**config.mk**
```make
export PLATFORM = sky130hd
export DESIGN_NAME = pkes_top
export DESIGN_NICKNAME = d
export VERILOG_FILES = /design/src/logic/pkes_pkg.sv /design/src/logic/pkes_reg_if.sv /design/src/logic/pkes_flag.sv /design/src/logic/pkes_apb.sv /design/src/logic/pkes_top.sv
export VERILOG_INCLUDE_DIRS = /design/src /design/src/logic
export SDC_FILE = /design/constraint.sdc
export NUM_CORES = 1
export LEC_CHECK = 0
export BUFFER_PORTS_ARGS = -buffer_cell sky130_fd_sc_hd__buf_2
export CAP_MARGIN = 20
export CORE_ASPECT_RATIO = 0.7
export CORE_MARGIN = 2
export CORE_UTILIZATION = 45
export DETAILED_ROUTE_END_ITERATION = 8
export PLACE_DENSITY_LB_ADDON = 0.3
export SYNTH_ARGS = -nofsm -noshare
export SYNTH_HDL_FRONTEND = slang
export SYNTH_SLANG_ARGS = --single-unit
export TNS_END_PERCENT = 5
```
**constraint.sdc**
```tcl
create_clock -name pclk -period 2.6 [get_ports pclk]
set_input_delay 0.13 -clock pclk [delete_from_list [all_inputs] [get_ports pclk]]
set_output_delay 0.13 -clock pclk [all_outputs]
set_load 0.03 [all_outputs]
```
**src/logic/pkes_defs.svh**
```systemverilog
`ifndef PKES_DEFS_SVH
`define PKES_DEFS_SVH

// ==========================================================
// Register map
`define PKES_ADDR_STATUS     32'h5000_600C
`define PKES_ADDR_VERSION    32'h5000_6010
`define PKES_ADDR_LAUNCH     32'h5000_6014
`define PKES_STATUS_RESET    32'h0000_0000
`define PKES_FW_RESET        8'h00
`define PKES_HW_REV_DEFAULT  8'h01
`define PKES_WORD_ZERO       32'h0000_0000

// ==========================================================
// Status fields
`define PKES_BIT_BUSY        16
`define PKES_BIT_PRIME       12
`define PKES_BIT_NOINV       11
`define PKES_BIT_COEFF       10
`define PKES_BIT_SIG         9
`define PKES_BIT_ORDER       7
`define PKES_BIT_COORD       6
`define PKES_BIT_INF         5
`define PKES_BIT_OFFC        4
`define PKES_FAIL_HI         3
`define PKES_FAIL_LO         0

// ==========================================================
// Version and launch fields
`define PKES_HW_HI           15
`define PKES_HW_LO           8
`define PKES_FW_HI           7
`define PKES_FW_LO           0
`define PKES_LAUNCH_BIT      0
`define PKES_OPC_HI          14
`define PKES_OPC_LO          8

// ==========================================================
// Operation codes
`define PKES_GRP_ARITH       3'h0
`define PKES_GRP_POINT       3'h2
`define PKES_GRP_HIGH        3'h3
`define PKES_OPC_INV_ODD     4'h6
`define PKES_OPC_INV_EVEN    4'h9
`define PKES_OPC_PRIMALITY   7'h0E
`define PKES_OPC_CURVE_COEFF_CHECK_CMD    7'h23
`define PKES_OPC_ON_CURVE    7'h24
`define PKES_OPC_CHECK_N     7'h25
`define PKES_OPC_COUPLE      7'h26
`define PKES_SIG_PREFIX      5'h0D

`endif

```
**src/logic/pkes_pkg.sv**
```systemverilog
package pkes_pkg;
    typedef enum logic {
        PKES_IDLE,
        PKES_RUN
    } pkes_state_type;

    typedef logic [6:0] pkes_opcode_type;
endpackage

```
**src/logic/pkes_reg_if.sv**
```systemverilog
`timescale 1ns/1ps
`default_nettype none
interface pkes_reg_if;
    logic        wr_en;
    logic [31:0] addr;
    logic [31:0] wdata;
    logic [31:0] rdata;
    logic        hit;

    modport slave (output wr_en, output addr, output wdata, input rdata, input hit);
    modport bank  (input wr_en, input addr, input wdata, output rdata, output hit);
endinterface
`default_nettype wire

```
**src/logic/pkes_flag.sv**
```systemverilog
`timescale 1ns/1ps
`default_nettype none
module pkes_flag #(
    parameter int W = 1
) (
    input  wire logic         pclk,
    input  wire logic         presetn,
    input  wire logic         upd,
    input  wire logic [W-1:0] d,
    output logic      [W-1:0] q
);
    // Holds its last result until the next matching command ends
    always_ff @(posedge pclk or negedge presetn) begin
        if (!presetn) begin
            q <= '0;
        end else if (upd) begin
            q <= d;
        end
    end
endmodule
`default_nettype wire

```
**src/logic/pkes_apb.sv**
```systemverilog
`timescale 1ns/1ps
`default_nettype none
`include "pkes_defs.svh"
module pkes_apb (
    input  wire logic        pclk,
    input  wire logic        presetn,
    input  wire logic        psel,
    input  wire logic        penable,
    input  wire logic        pwrite,
    input  wire logic [31:0] paddr,
    input  wire logic [31:0] pwdata,
    output logic      [31:0] prdata,
    output logic             pready,
    output logic             pslverr,
    pkes_reg_if.slave        bus
);
    logic acc_first;

    // ==========================================================
    // One wait state: ready comes in the second access cycle
    assign acc_first = psel && penable && !pready;
    assign bus.addr  = paddr;
    assign bus.wdata = pwdata;
    // Write lands only on the edge that completes the transfer
    assign bus.wr_en = psel && penable && pready && pwrite && bus.hit;

    always_ff @(posedge pclk or negedge presetn) begin
        if (!presetn) begin
            pready  <= 1'b0;
            pslverr <= 1'b0;
            prdata  <= `PKES_WORD_ZERO;
        end else begin
            pready  <= acc_first;
            pslverr <= acc_first && !bus.hit;
            if (acc_first && !pwrite && bus.hit) begin
                prdata <= bus.rdata;
            end else begin
                prdata <= `PKES_WORD_ZERO;
            end
        end
    end
endmodule
`default_nettype wire

```
**src/logic/pkes_top.sv**
```systemverilog
// Operation
// - Busy is high while a computation runs and falls when it completes.
// - A primality test reports 0 for probably prime and 1 for composite.
// - An arithmetic-group inversion (code 0x06 or 0x09) with no inverse sets the no-inverse flag.
// - The coefficient check sets its flag when the discriminant is zero.
// - Any signature command updates the reject flag, 1 meaning reject.
// - The order check updates its flag, 1 meaning the order is invalid.
// - The coordinate check updates its flag, 1 meaning the pair is not below the prime.
// - Every curve operation updates the infinity flag.
// - The on-curve check updates its flag, 1 meaning the point is off the curve.
// - The fail address holds the last point that was off curve, invalid or at infinity.
// - The version register shows hardware revision and firmware revision.
// - The engine overwrites the firmware revision, so software reads it first.
// - A launch while busy is ignored and the launch bit clears at completion.
`timescale 1ns/1ps
`default_nettype none
`include "pkes_defs.svh"
module pkes_top #(
    // Arbitrary value, not tied to any real part
    parameter logic [7:0] HW_REVISION = `PKES_HW_REV_DEFAULT
) (
    input  wire logic        pclk,
    input  wire logic        presetn,
    input  wire logic        psel,
    input  wire logic        penable,
    input  wire logic        pwrite,
    input  wire logic [31:0] paddr,
    input  wire logic [31:0] pwdata,
    output logic      [31:0] prdata,
    output logic             pready,
    output logic             pslverr,
    input  wire logic        op_done,
    input  wire logic        res_composite,
    input  wire logic        res_no_inverse,
    input  wire logic        res_coeff_bad,
    input  wire logic        res_sig_reject,
    input  wire logic        res_order_bad,
    input  wire logic        res_coord_bad,
    input  wire logic        res_at_infinity,
    input  wire logic        res_off_curve,
    input  wire logic [3:0]  res_fail_addr,
    input  wire logic        fw_rev_we,
    input  wire logic [7:0]  fw_rev_data,
    output logic             launch_pulse,
    output logic      [6:0]  operation_code_field,
    output logic             busy
);
    pkes_reg_if bus ();

    pkes_pkg::pkes_state_type state_q;
    pkes_pkg::pkes_opcode_type opc_q;
    logic                      operation_launch_bit_q;
    logic [7:0]                firmware_revision_q;
    logic                      launch_wr;
    logic                      launch_ok;
    logic                      finish;
    logic                      is_inv;
    logic                      is_prime;
    logic                      is_ab;
    logic                      is_oncurve;
    logic                      is_order;
    logic                      is_couple;
    logic                      is_point;
    logic                      is_sig;
    logic [7:0]                flag_upd;
    logic [7:0]                flag_val;
    logic [7:0]                flag_q;
    logic                      fail_upd;
    logic [3:0]                fail_addr_q;
    logic [31:0]               status_word;
    logic [31:0]               version_word;
    logic [31:0]               launch_word;

    // ==========================================================
    // Register bus
    pkes_apb u_apb (
        .pclk    (pclk),
        .presetn (presetn),
        .psel    (psel),
        .penable (penable),
        .pwrite  (pwrite),
        .paddr   (paddr),
        .pwdata  (pwdata),
        .prdata  (prdata),
        .pready  (pready),
        .pslverr (pslverr),
        .bus     (bus.slave)
    );

    assign bus.hit = (bus.addr == `PKES_ADDR_STATUS) || (bus.addr == `PKES_ADDR_VERSION)
                  || (bus.addr == `PKES_ADDR_LAUNCH);

    always_comb begin
        status_word                                 = `PKES_STATUS_RESET;
        status_word[`PKES_BIT_BUSY]                 = busy;
        status_word[`PKES_BIT_PRIME]                = flag_q[7];
        status_word[`PKES_BIT_NOINV]                = flag_q[6];
        status_word[`PKES_BIT_COEFF]                = flag_q[5];
        status_word[`PKES_BIT_SIG]                  = flag_q[4];
        status_word[`PKES_BIT_ORDER]                = flag_q[3];
        status_word[`PKES_BIT_COORD]                = flag_q[2];
        status_word[`PKES_BIT_INF]                  = flag_q[1];
        status_word[`PKES_BIT_OFFC]                 = flag_q[0];
        status_word[`PKES_FAIL_HI:`PKES_FAIL_LO]    = fail_addr_q;
        version_word                                = `PKES_WORD_ZERO;
        version_word[`PKES_HW_HI:`PKES_HW_LO]       = HW_REVISION;
        version_word[`PKES_FW_HI:`PKES_FW_LO]       = firmware_revision_q;
        launch_word                                 = `PKES_WORD_ZERO;
        launch_word[`PKES_OPC_HI:`PKES_OPC_LO]      = opc_q;
        launch_word[`PKES_LAUNCH_BIT]               = operation_launch_bit_q;
    end

    always_comb begin
        case (bus.addr)
            `PKES_ADDR_STATUS:  bus.rdata = status_word;
            `PKES_ADDR_VERSION: bus.rdata = version_word;
            `PKES_ADDR_LAUNCH:  bus.rdata = launch_word;
            default:            bus.rdata = `PKES_WORD_ZERO;
        endcase
    end

    // ==========================================================
    // Launch control
    assign launch_wr = bus.wr_en && (bus.addr == `PKES_ADDR_LAUNCH);
    assign launch_ok = launch_wr && (state_q == pkes_pkg::PKES_IDLE)
                    && bus.wdata[`PKES_LAUNCH_BIT];
    assign finish    = op_done && (state_q == pkes_pkg::PKES_RUN);

    always_ff @(posedge pclk or negedge presetn) begin
        if (!presetn) begin
            state_q <= pkes_pkg::PKES_IDLE;
        end else begin
            case (state_q)
                pkes_pkg::PKES_IDLE: begin
                    if (launch_ok) begin
                        state_q <= pkes_pkg::PKES_RUN;
                    end
                end
                pkes_pkg::PKES_RUN: begin
                    if (op_done) begin
                        state_q <= pkes_pkg::PKES_IDLE;
                    end
                end
                default: state_q <= pkes_pkg::PKES_IDLE;
            endcase
        end
    end

    always_ff @(posedge pclk or negedge presetn) begin
        if (!presetn) begin
            operation_launch_bit_q <= 1'b0;
            opc_q                  <= '0;
        end else if (finish) begin
            operation_launch_bit_q <= 1'b0;
        end else if (launch_wr && state_q == pkes_pkg::PKES_IDLE) begin
            // Code frozen while running so results classify correctly
            operation_launch_bit_q <= bus.wdata[`PKES_LAUNCH_BIT];
            opc_q                  <= bus.wdata[`PKES_OPC_HI:`PKES_OPC_LO];
        end
    end

    always_ff @(posedge pclk or negedge presetn) begin
        if (!presetn) begin
            launch_pulse         <= 1'b0;
            operation_code_field <= '0;
            busy                 <= 1'b0;
        end else begin
            launch_pulse         <= launch_ok;
            busy                 <= launch_ok || (busy && !op_done);
            if (launch_ok) begin
                operation_code_field <= bus.wdata[`PKES_OPC_HI:`PKES_OPC_LO];
            end
        end
    end

    // ==========================================================
    // Command classes
    always_comb begin
        is_inv     = (opc_q[6:4] == `PKES_GRP_ARITH)
                  && ((opc_q[3:0] == `PKES_OPC_INV_ODD) || (opc_q[3:0] == `PKES_OPC_INV_EVEN));
        is_prime   = (opc_q == `PKES_OPC_PRIMALITY);
        is_ab      = (opc_q == `PKES_OPC_CURVE_COEFF_CHECK_CMD);
        is_oncurve = (opc_q == `PKES_OPC_ON_CURVE);
        is_order   = (opc_q == `PKES_OPC_CHECK_N);
        is_couple  = (opc_q == `PKES_OPC_COUPLE);
        is_point   = (opc_q[6:4] == `PKES_GRP_POINT) || (opc_q[6:4] == `PKES_GRP_HIGH);
        is_sig     = (opc_q[6:2] == `PKES_SIG_PREFIX);
    end

    // ==========================================================
    // Result flags
    always_comb begin
        flag_upd[0] = finish && is_oncurve;
        flag_val[0] = res_off_curve;
        flag_upd[1] = finish && is_point;
        flag_val[1] = res_at_infinity;
        flag_upd[2] = finish && is_couple;
        flag_val[2] = res_coord_bad;
        flag_upd[3] = finish && is_order;
        flag_val[3] = res_order_bad;
        flag_upd[4] = finish && is_sig;
        flag_val[4] = res_sig_reject;
        flag_upd[5] = finish && is_ab;
        flag_val[5] = res_coeff_bad;
        flag_upd[6] = finish && is_inv;
        flag_val[6] = res_no_inverse;
        flag_upd[7] = finish && is_prime;
        flag_val[7] = res_composite;
    end

    for (genvar i = 0; i < 8; i++) begin : g_flag
        pkes_flag #(.W(1)) u_flag (
            .pclk    (pclk),
            .presetn (presetn),
            .upd     (flag_upd[i]),
            .d       (flag_val[i]),
            .q       (flag_q[i])
        );
    end

    assign fail_upd = finish && is_point && (res_off_curve || res_coord_bad || res_at_infinity);

    pkes_flag #(.W(4)) u_fail (
        .pclk    (pclk),
        .presetn (presetn),
        .upd     (fail_upd),
        .d       (res_fail_addr),
        .q       (fail_addr_q)
    );

    always_ff @(posedge pclk or negedge presetn) begin
        if (!presetn) begin
            firmware_revision_q <= `PKES_FW_RESET;
        end else if (fw_rev_we) begin
            firmware_revision_q <= fw_rev_data;
        end
    end
endmodule
`default_nettype wire

```
After elaboration in Yosys (flattened, before gate mapping)
Cells that the tools add are included.
- flip-flop bits (word level): 72
- input bits: 91
- output and inout port bits: 43
- word-level logic and storage cells: 78
- equal/unequal tests: 13
- multiplexer cells: 7
- bitwise operators: 2
- reductions and logical operators: 37
- operators by type and width (cell ; count):
    32-bit by 31-bit == test with 1-bit output, second input constant ; 3
    17-bit case mux with 3 select lines ; 1
    7-bit by 6-bit == test with 1-bit output, second input constant ; 4
    1-bit logical AND ; 23
    17-bit two-way mux ; 1
    7-bit by 4-bit == test with 1-bit output, second input constant ; 1
    1-bit logical OR ; 7
    3-bit by 2-bit == test with 1-bit output, second input constant ; 2
    5-bit by 4-bit == test with 1-bit output, second input constant ; 1
    4-bit by 3-bit == test with 1-bit output, second input constant ; 1
    4-bit == test, second input constant ; 1
    1-bit zero test ; 4
    1-bit two-way mux ; 4
    3-bit zero test ; 1
    1-bit NOT ; 2
    1-bit case mux with 2 select lines ; 1
    2-bit AND reduction ; 1
    2-bit nonzero test ; 1

Longest topological paths before layout
Gate-level depths: netlist of the first run.
- depth after elaboration: 9
- mapped depth: 5
- gate-level depth less buffers: 4

By module
From an unflattened synthesis of the first run, not the netlist that was laid out.
- cell total of the unflattened synthesis: 326
- area total of the unflattened synthesis: 3926.3 µm²
- modules (own cells, without submodules) (module ; instances ; cells each ; area each (µm²) ; seq. area each (µm²)):
    pkes_apb ; 1 ; 179 ; 1914.3 ; 850.8
    pkes_top ; 1 ; 123 ; 1546.5 ; 650.6
    pkes_flag at g_flag[0].u_flag ... ; 8 ; 2 ; 40.0 ; 25.0
    pkes_flag at u_fail ; 1 ; 8 ; 145.1 ; 100.1

Worst setup path after synthesis of the first run
No wires, ideal clock.
- path kind: reg2reg
- from: reg u_apb.pready
- to: reg operation_code_field[0]
- library setup time: 125 ps
- arrival time: 1881 ps
- data required time: 2475 ps
- path slack: 594 ps
- stages on the path, launching flop included: 5
- path buffers: 0
- clock period less this slack: 2006 ps
- cells stage by stage: dfrtp_1 -> nand4_1 -> or4_1 -> nor4_4 -> mux2_2
- longest elaborated chain between the ends: 6
- ends and longest elaborated chain (element ; RTL line ; text):
    start, declared ; pkes_apb.sv:13 ; output logic pready,
    start signal, assigned ; pkes_apb.sv:33 ; pready <= acc_first;
    1-bit logical AND (3 in series) ; pkes_apb.sv:25 ; assign bus.wr_en = psel && penable && pready && pwrite && bus.hit;
    1-bit logical AND ; pkes_top.sv:124 ; assign launch_wr = bus.wr_en && (bus.addr == `PKES_ADDR_LAUNCH);
    1-bit logical AND (2 in series) ; pkes_top.sv:125 ; assign launch_ok = launch_wr && (state_q == pkes_pkg::PKES_IDLE)
    end signal, assigned ; pkes_top.sv:171 ; operation_code_field <= bus.wdata[`PKES_OPC_HI:`PKES_OPC_LO];
    end, declared ; pkes_top.sv:45 ; output logic [6:0] operation_code_field,
No other way between the ends.
A chain may end at the register's enable or synchronous reset.

Final worst setup path of the first run
- from: reg u_apb.pready
- to: reg opc_q[2]
- longest elaborated chain between the ends: 6
- ends and longest elaborated chain (element ; RTL line ; text):
    1-bit logical AND (3 in series) ; pkes_apb.sv:25 ;
    1-bit logical AND ; pkes_top.sv:124 ;
    1-bit logical AND ; pkes_top.sv:155 ; end else if (launch_wr && state_q == pkes_pkg::PKES_IDLE) begin
    2-bit AND reduction (no line) ; - ;
    end signal, assigned ; pkes_top.sv:158 ; opc_q <= bus.wdata[`PKES_OPC_HI:`PKES_OPC_LO];
    end, declared ; pkes_top.sv:51 ; pkes_pkg::pkes_opcode_type opc_q;
No other way between the ends.

==> results of run 1 <==
==> cells in the mapped netlist, types with 2 or more instances <==
cell / n / area [um2]
a21o_1: 2 / 15.0
a22oi_1: 4 / 30.0
and4_1: 2 / 17.5
buf_4: 16 / 120
clkbuf_1: 6 / 22.5
dfrtp_1: 56 / 1400
inv_1: 11 / 41.3
mux2_2: 30 / 338
mux2i_1: 2 / 20.0
nand2_1: 17 / 63.8
nand2b_1: 3 / 18.8
nand4_1: 4 / 25.0
nor2_1: 6 / 22.5
nor2b_1: 8 / 50.1
nor3_1: 6 / 30.0
nor4_1: 21 / 131
nor4_4: 2 / 42.5
nor4b_1: 2 / 17.5
nor4bb_1: 3 / 30.0
o21a_1: 8 / 60.1
o21ai_0: 6 / 30.0
or3_1: 2 / 12.5
==> final timing paths <==
path | start | end | cells after the start
max | u_apb.pready | opc_q[2] | 4
max in group asynchronous | presetn | busy | 3
min in group asynchronous | presetn | opc_q[1] | 2
max reg2reg | u_apb.pready | opc_q[2] | 4
min reg2reg | operation_code_field[1] | operation_code_field[1] | 1
min | res_fail_addr[1] | u_fail.q[1] | 3
==> worst max-delay path: cells and delay by family, from the launching register on <==
kind          cells  cell delay [ns]
flops             1             0.40
mux               1             0.40
simple gates      3             1.00
==> flip-flops by register name, summed over array words and instances (netlist names) <==
register	count
busy	1
firmware_revision_q	8
g_flag.u_flag.q	8
launch_pulse	1
opc_q	7
operation_code_field	7
operation_launch_bit_q	1
state_q	1
u_apb.prdata	16
u_apb.pready	1
u_apb.pslverr	1
u_fail.q	4
==> cell type report <==
cell class                 instances  area share [%]
multi-input combinational        155            33.8
clock inverter                     2            1.07
clock buffer                       6            2.21
inverter                          12            1.37
timing repair buffer             101            16.1
tap                               75            2.85
sequential                        56            42.6
==> per-stage QoR <==
step / std cells / hold WS, ns / util, % / total power (W) / setup slack (ns)
after global routing: 407 / 0.0247 / 57.7 / 0.00168 / 0.551
after global placement: 398 / 0.0857 / 55.6 / 0.00106 / 0.523
after detailed placement: 398 / 0.0917 / 55.6 / 0.00107 / 0.480
after CTS: 407 / 0.0142 / 57.7 / 0.00162 / 0.680
after floorplan: 246 / -0.166 / - / 0.00100 / 0.594
final: 407 / 0.0164 / 57.7 / 0.00161 / 0.693
==> layer usage <==
metal	vias up	wire [um]	global-route usage [%]
li1	1014	-	-
met1	965	2760	27.3
met2	72	2450	27.4
met3	6	519	5.07
met4	0	48	6.25
met5	-	0	0
==> power by group <==
group | internal, W | switching [W]
registers | 0.000884 | 0.00000789
clock network | 0.000286 | 0.000277
logic | 0.0000597 | 0.0000942
total | 0.00123 | 0.000379
==> cell families after synthesis <==
group	Yosys count	share of synthesized area, %
multiplexers	32	13.5
other	1	0.142
flip-flops	56	52.9
AND/OR/NAND/NOR	84	20.0
AO/OA/AOI/OAI	23	6.19
buffers and inverters	35	7.23
==> timing repair <==
item                       in CTS  in global routing
hold buffers                    1                  0
hold endpoints to repair       17                  0
setup endpoints to repair       0                  0
buffers inserted                0                  0
==> flow_metrics.env, run 1 <==
export IMPL_synth_cell_type_count=36
export IMPL_slew_headroom_pct=61.0
export IMPL_grt_pass1_wl_um=9110
export IMPL_port_buffers=93
export IMPL_grt_overflow_total=0
export IMPL_syn_avg_cell_area_um2=11.5
export IMPL_die_w_um=95.7
export IMPL_num_vias=2057
export IMPL_drive_gt1_share_pct=43.1
export IMPL_final_min_clock_period_ns=1.91
export IMPL_regArea_mm2=0.00140
export IMPL_dieArea_mm2=0.00653
export IMPL_worstMarginPinSlew_ns=0.581
export IMPL_drt_iter0_drc=126
export IMPL_crit_type="flip-flop to flip-flop"
export IMPL_wire_per_inst_um=14.2
export IMPL_std_cell_rows=23
export IMPL_layout_common_cells="93 x buf_2, 56 x dfrtp_1, 30 x mux2_2"
export IMPL_routed_wl_um=5780
export IMPL_finalSetupViolCount=0
export IMPL_maxSlewViolCount=0
export IMPL_max_vdd_ir_drop_v=0.000287
export IMPL_path_cells="nand4_1 > or3_1 > nor4_4 > mux2_2"
export IMPL_antenna_found_initial=0
export IMPL_fin_setup_tns_ns=0
export IMPL_clock_path_buffers=2
export IMPL_nFillCells=508
export IMPL_track_usage_pct=18.8
export IMPL_synth_cells=231
export IMPL_critPathMaxStageDelay_ns=0.46
export IMPL_drt_antenna_violating_nets=0
export IMPL_multi_input_area_mm2=0.00111
export IMPL_numCtsBuffers=5
export IMPL_hold_path_class="input port to flip-flop"
export IMPL_grt_pass1_vias=1920
export IMPL_async_reset_ff_share_pct=100
export IMPL_clk_pin_slew_ns=0.09
export IMPL_start_util_pct=46.5
export IMPL_cp_max_fo=7
export IMPL_ys_seq_elements=56
export IMPL_cp_slowest_cell="nor4_4"
export IMPL_drc=0
export IMPL_vias_per_cell=5.05
export IMPL_drv_cap=0
export IMPL_io_pins=134
export IMPL_drt_pass1_iter_count=4
export IMPL_p_leak_nw=1.68
export IMPL_clock_skew_ns=0.00500
export IMPL_synth_edf_count=0
export IMPL_place_area_mm2=0.00317
export IMPL_core_mm2=0.00570
export IMPL_yosysSeqAreaShare_pct=52.9
export IMPL_final_common_cell="buf_2"
export IMPL_area_delta_synth_final_pct=24.1
export IMPL_syn_area_mm2=0.00265
export IMPL_nets=422
export IMPL_gp_congestion=0.828
export IMPL_place_hpwl_um=4560
export IMPL_insertion_delay_ns=0.31
export IMPL_ys_flop_type="dfrtp_1"
export IMPL_cts_resized=0
export IMPL_cts_tree="built"
export IMPL_ys_warn_count=0
export IMPL_cp_data_arrival_time_ns=2.11
export IMPL_hold_violations=0
export IMPL_p_per_area_mw_per_mm2=489
export IMPL_cp_start_kind="flip-flop"
export IMPL_rsz0062_at_grt="false"
export IMPL_fmax_mhz=524
export IMPL_die_y_um=68.2
export IMPL_n_antenna_cell=0
export IMPL_cts_sinks=56
export IMPL_r2r_setup_slack_ns=0.69
export IMPL_cts_root_buf="clkbuf_8"
export IMPL_stdcell_area_mm2=0.00329
export IMPL_end_kind="flip-flop"
export IMPL_worst_ep_required_time_ns=2.80
export IMPL_grt_max_degree=22
export IMPL_htree_levels=2
export IMPL_status="finished clean"
export IMPL_finalCritPeriodShare_pct=73.3
No activity file was read; power rests on OpenSTA's default activity.
==> run 2, diff against run 1 <==
CORE_UTILIZATION = 41   (was 45)
clock period = 1.55 ns   (was 2.6 ns; I/O delays follow)
==> flow_metrics.env, run 2 (synthesized netlist as in run 1, its figures left out) <==
export IMPL_status="finished with violations"
export IMPL_violations="negative setup slack"
export IMPL_insertion_delay_ns=0.31
export IMPL_total_power_w=0.00263
export IMPL_finalCritPeriodShare_pct=114
export IMPL_worst_slack_ns=-0.215
export IMPL_vias_per_cell=4.97
export IMPL_grt_overflow_total=0
export IMPL_cts_root_buf="clkbuf_8"
export IMPL_hold_path_class="input port to flip-flop"
export IMPL_fmax_mhz=567
export IMPL_fin_setup_tns_ns=-2.80
export IMPL_area_delta_synth_final_pct=39.4
export IMPL_crit_cells=4
export IMPL_finalSetupViolCount=24
export IMPL_std_cell_rows=24
export IMPL_cts_sinks=56
export IMPL_crit_type="flip-flop to flip-flop"
export IMPL_die_w_um=100
export IMPL_cp_max_fo=8
export IMPL_n_antenna_cell=0
export IMPL_hold_violations=0
export IMPL_cp_endpoint="operation_code_field[3]"
export IMPL_drt_iter0_drc=82
export IMPL_reg2reg_to="operation_code_field[3]"
export IMPL_drive_gt1_share_pct=45.9
export IMPL_final_core_util_pct=59.1
export IMPL_num_vias=2218
export IMPL_dieArea_mm2=0.00713
export IMPL_rr_worst_depth=4
export IMPL_cts_tree="built"
export IMPL_wire_per_inst_um=14.6
export IMPL_final_min_clock_period_ns=1.77
export IMPL_clock_skew_ns=0.00829
export IMPL_hold_ws_ns=0.00748
export IMPL_grt_pass1_wl_um=10400
export IMPL_routed_wl_um=6520
export IMPL_final_common_cell="buf_2"
export IMPL_r2r_setup_slack_ns=-0.22
export IMPL_post_cts_buffers=0
export IMPL_port_buffers=93
export IMPL_startpoint="state_q"
export IMPL_drc=0
export IMPL_layout_common_cells="93 x buf_2, 56 x dfrtp_1, 24 x mux2_2"
export IMPL_antenna_found_initial=0
export IMPL_largest_register="u_apb.prdata"
export IMPL_cp_start_kind="flip-flop"
export IMPL_critPathMaxStageDelay_ns=0.57
export IMPL_start_util_pct=42.4
export IMPL_track_usage_pct=18.9
export IMPL_rr_startpoint="state_q"
export IMPL_drv_cap=0
export IMPL_crit_family="simple AND/OR/NAND/NOR gates"
export IMPL_max_vdd_ir_drop_v=0.000451
export IMPL_maxSlewViolCount=0
export IMPL_gp_congestion=0.839
export IMPL_nets=458
export IMPL_drt_antenna_violating_nets=0
export IMPL_end_kind="flip-flop"
export IMPL_rsz0062_at_grt="true"
export IMPL_io_pins=134
export IMPL_place_hpwl_um=4890
export IMPL_clk_pin_slew_ns=0.10
export IMPL_reg_top3="u_apb.prdata x16, firmware_revision_q x8, g_flag.u_flag.q x8"
export IMPL_numCtsBuffers=5
export IMPL_htree_levels=2
export IMPL_cp_slowest_cell="or4_4"
export IMPL_p_per_area_mw_per_mm2=712
export IMPL_grt_pass1_vias=2182
export IMPL_cp_data_arrival_time_ns=1.98
export IMPL_largest_reg_flops=16
export IMPL_die_y_um=71.3
export IMPL_p_leak_nw=1.86
export IMPL_path_cells="or4_4 > nor4_4 > buf_6 > mux2_2"
export IMPL_worst_ep_required_time_ns=1.76
export IMPL_core_mm2=0.00625
export IMPL_grt_max_degree=57
export IMPL_clock_path_buffers=2
export IMPL_drt_pass1_iter_count=4
export IMPL_worst_path_buf_inv=1
## run 2: changes by cell type in the layout (fill, tap and decap cells not counted), sizes merged
cell         previous run  this run
bufinv                  1         0
dlygate4sd3             1        19
inv                    12        13
clkinvlp                0         1
clkbuf                  6         5
buf                   100       118
## run 2: power by group
part	leakage [nW]	internal, W	total [W]	switching [W]
clock	0.0445	0.000322	0.000813	0.000491
sequential	0.742	0.00148	0.00150	0.0000131
combinational	1.08	0.000145	0.000322	0.000178
total	1.86	0.00195	0.00263	0.000681
## run 2: stage by stage
step / area (um2) / setup slack [ns] / cells
2_1_floorplan: 2710 / -0.456 / 246
3_3_place_gp: 3320 / -0.241 / 419
3_5_place_dp: 3320 / -0.271 / 419
4_1_cts: 3650 / -0.186 / 446
5_1_grt: 3690 / -0.259 / 446
6_report: 3690 / -0.215 / 446
## run 2: worst register-to-register path: cells and delay by family (launching register included)
family                 cells  cell delay [ns]
muxes                      1             0.34
DFF                        1             0.42
buffers and inverters      1             0.18
and+or+nand+nor            2             0.73
## run 2: how the worst min path moves through the flow
stage | startpoint | end | slack, ns | cells past startpoint
final | pwdata[8] | operation_code_field[0] | 0.007 | 2
after global routing | fw_rev_data[3] | firmware_revision_q[3] | 0.0007 | 2
after CTS | pwdata[10] | operation_code_field[2] | 0.001 | 2
after detailed placement | presetn | u_apb.prdata[4] | 0.10 | 2
after global placement | presetn | firmware_revision_q[5] | 0.1 | 2
after floorplan | presetn | busy | -0.22 | 0
## run 2: what timing repair did
item                                    in CTS  in global routing
resized for setup                           11                  7
hold buffers                                19                  0
endpoints found under the hold margin       75                  0
pin swaps                                    2                  0
endpoints found under the setup margin      29                 34
## run 2: final cells by class
type,count,area [um2]
repair buffers,137,867
inverters,12,45.0
clock inverters,3,21.3
fillers,554,2550
multi-input cells,155,1190
well taps,78,97.6
clock buffers,5,68.8
flip-flops and latches,56,1400
## run 2: layer usage
layer	track usage, %	wire (um)	vias up
met5	0	0	-
met4	5.02	57	0
met3	4.29	517	5
met2	27.6	2810	89
met1	28.7	3130	1048
li1	-	-	1076
==> run 3, diff against run 2 <==
CORE_UTILIZATION = 45   (was 41)
PLACE_DENSITY = 0.79   (was unset)
PLACE_DENSITY_LB_ADDON = unset   (was 0.3)
clock period = 1.65 ns   (was 1.55 ns; I/O delays follow)
==> flow_metrics.env, run 3 (synthesized netlist as in run 1, its figures left out) <==
export IMPL_status="finished with violations"
export IMPL_violations="negative setup slack"
export IMPL_clock_skew_ns=0.00812
export IMPL_place_area_mm2=0.00329
export IMPL_drt_iter0_drc=93
export IMPL_fmax_mhz=573
export IMPL_core_mm2=0.00570
export IMPL_die_y_um=68.2
export IMPL_numCtsBuffers=5
export IMPL_track_usage_pct=20.0
export IMPL_post_cts_buffers=0
export IMPL_maxSlewViolCount=0
export IMPL_drt_pass1_iter_count=4
export IMPL_p_leak_nw=1.80
export IMPL_gr_max_usage_layer="met2"
export IMPL_clk_pin_slew_ns=0.09
export IMPL_start_util_pct=46.5
export IMPL_cp_start_kind="flip-flop"
export IMPL_cts_root_buf="clkbuf_8"
export IMPL_grt_max_degree=35
export IMPL_worst_ep_required_time_ns=1.85
export IMPL_final_common_cell="buf_2"
export IMPL_finalCritPeriodShare_pct=106
export IMPL_cp_data_arrival_time_ns=1.94
export IMPL_place_hpwl_um=4960
export IMPL_hold_path_class="input port to flip-flop"
export IMPL_drv_cap=0
export IMPL_critPathMaxStageDelay_ns=0.48
export IMPL_vias_per_cell=5.14
export IMPL_nets=448
export IMPL_wire_per_inst_um=14.7
export IMPL_cts_sinks=56
export IMPL_num_vias=2227
export IMPL_htree_levels=2
export IMPL_n_antenna_cell=0
export IMPL_clock_path_buffers=2
export IMPL_port_buffers=93
export IMPL_insertion_delay_ns=0.31
export IMPL_hold_ws_ns=0.00868
export IMPL_max_vdd_ir_drop_v=0.000445
export IMPL_area_delta_synth_final_pct=33.7
export IMPL_largest_reg_flops=16
export IMPL_final_min_clock_period_ns=1.75
export IMPL_antenna_found_initial=0
export IMPL_path_cells="nand4_1 > or4_4 > nor4_4 > buf_6 > mux2_2"
export IMPL_end_kind="flip-flop"
export IMPL_drc=0
export IMPL_nFillCells=488
export IMPL_crit_type="flip-flop to flip-flop"
export IMPL_grt_pass1_vias=2092
export IMPL_worstMarginPinSlew_ns=0.550
export IMPL_stdcell_count=433
export IMPL_gp_congestion=0.882
export IMPL_drt_antenna_violating_nets=0
export IMPL_pre_cts_slack_ns=-0.320
export IMPL_worst_slack_ns=-0.0951
export IMPL_grtUsageMet3_pct=4.19
export IMPL_std_cell_rows=23
export IMPL_routed_wl_um=6370
export IMPL_dp_cells=412
export IMPL_cp_max_fo=8
export IMPL_cp_slowest_cell="or4_4"
export IMPL_drive_gt1_share_pct=45.0
export IMPL_grt_pass1_wl_um=9740
export IMPL_reg_top3="u_apb.prdata x16, firmware_revision_q x8, g_flag.u_flag.q x8"
export IMPL_dieArea_mm2=0.00653
export IMPL_grtUsageMet2_pct=33.7
export IMPL_io_pins=134
export IMPL_globalRouteMet1Util_pct=26.0
export IMPL_largest_register="u_apb.prdata"
export IMPL_stdcell_area_mm2=0.00354
export IMPL_die_w_um=95.7
export IMPL_hold_violations=0
export IMPL_grt_overflow_total=0
export IMPL_p_per_area_mw_per_mm2=695
export IMPL_rsz0062_at_grt="true"
export IMPL_finalSetupViolCount=14
export IMPL_cts_tree="built"
export IMPL_slew_headroom_pct=63.4
export IMPL_final_core_util_pct=62.2
export IMPL_layout_common_cells="93 x buf_2, 56 x dfrtp_1, 30 x mux2_2"
run 3: worst max-delay path: cells and delay by family, from the launching register on:
kind	cells	cell delay [ns]
simple gates	3	0.78
flops	1	0.36
mux	1	0.34
buf+inv	1	0.17
run 3: worst paths after layout:
check,end,slack [ns],cells past startpoint,from
worst min-delay path,g_flag[6].u_flag.q,0.009,2,res_no_inverse
worst max register to register,operation_code_field[3],-0.1,5,u_apb.pready
worst min register to register,operation_code_field[2],0.51,1,operation_code_field[2]
max in group asynchronous,u_apb.prdata[13],0.80,3,presetn
min in group asynchronous,firmware_revision_q[3],0.28,2,presetn
worst max-delay path,operation_code_field[3],-0.1,5,u_apb.pready
run 3: layout make-up:
cell class / instances / area [um2] / share of cell area [%]
clock buffers: 7 / 86.3 / 2.44
clock inverters: 1 / 7.51 / 0.212
well taps: 75 / 93.8 / 2.65
repair buffers: 127 / 773 / 21.8
multi-input cells: 155 / 1130 / 32.0
inverters: 12 / 45.0 / 1.27
flip-flops and latches: 56 / 1400 / 39.6
run 3: per-layer routing:
layer	wire length (um)	up-vias
met4	99	0
met2	2990	97
met3	536	15
met5	0	-
li1	-	1056
met1	2740	1059
run 3: per-stage QoR:
stage / power, W / TNS, ns
CTS: 0.00248 / -1.39
floorplan: 0.00158 / -4.35
global route: 0.00257 / -2.44
finish: 0.00246 / -1.27
global placement: 0.00169 / -2.96
detailed placement: 0.00170 / -7.73
run 3: report_power, final:
group,internal [W],switching [W]
sequential,0.00139,0.0000131
clock,0.000342,0.000427
combinational,0.000125,0.000163
run 3: timing repair:
item,in CTS,in global routing
pin swaps,1,1
resized for setup,3,3
endpoints found under the hold margin,33,1
hold buffers,12,1
endpoints found under the setup margin,15,28
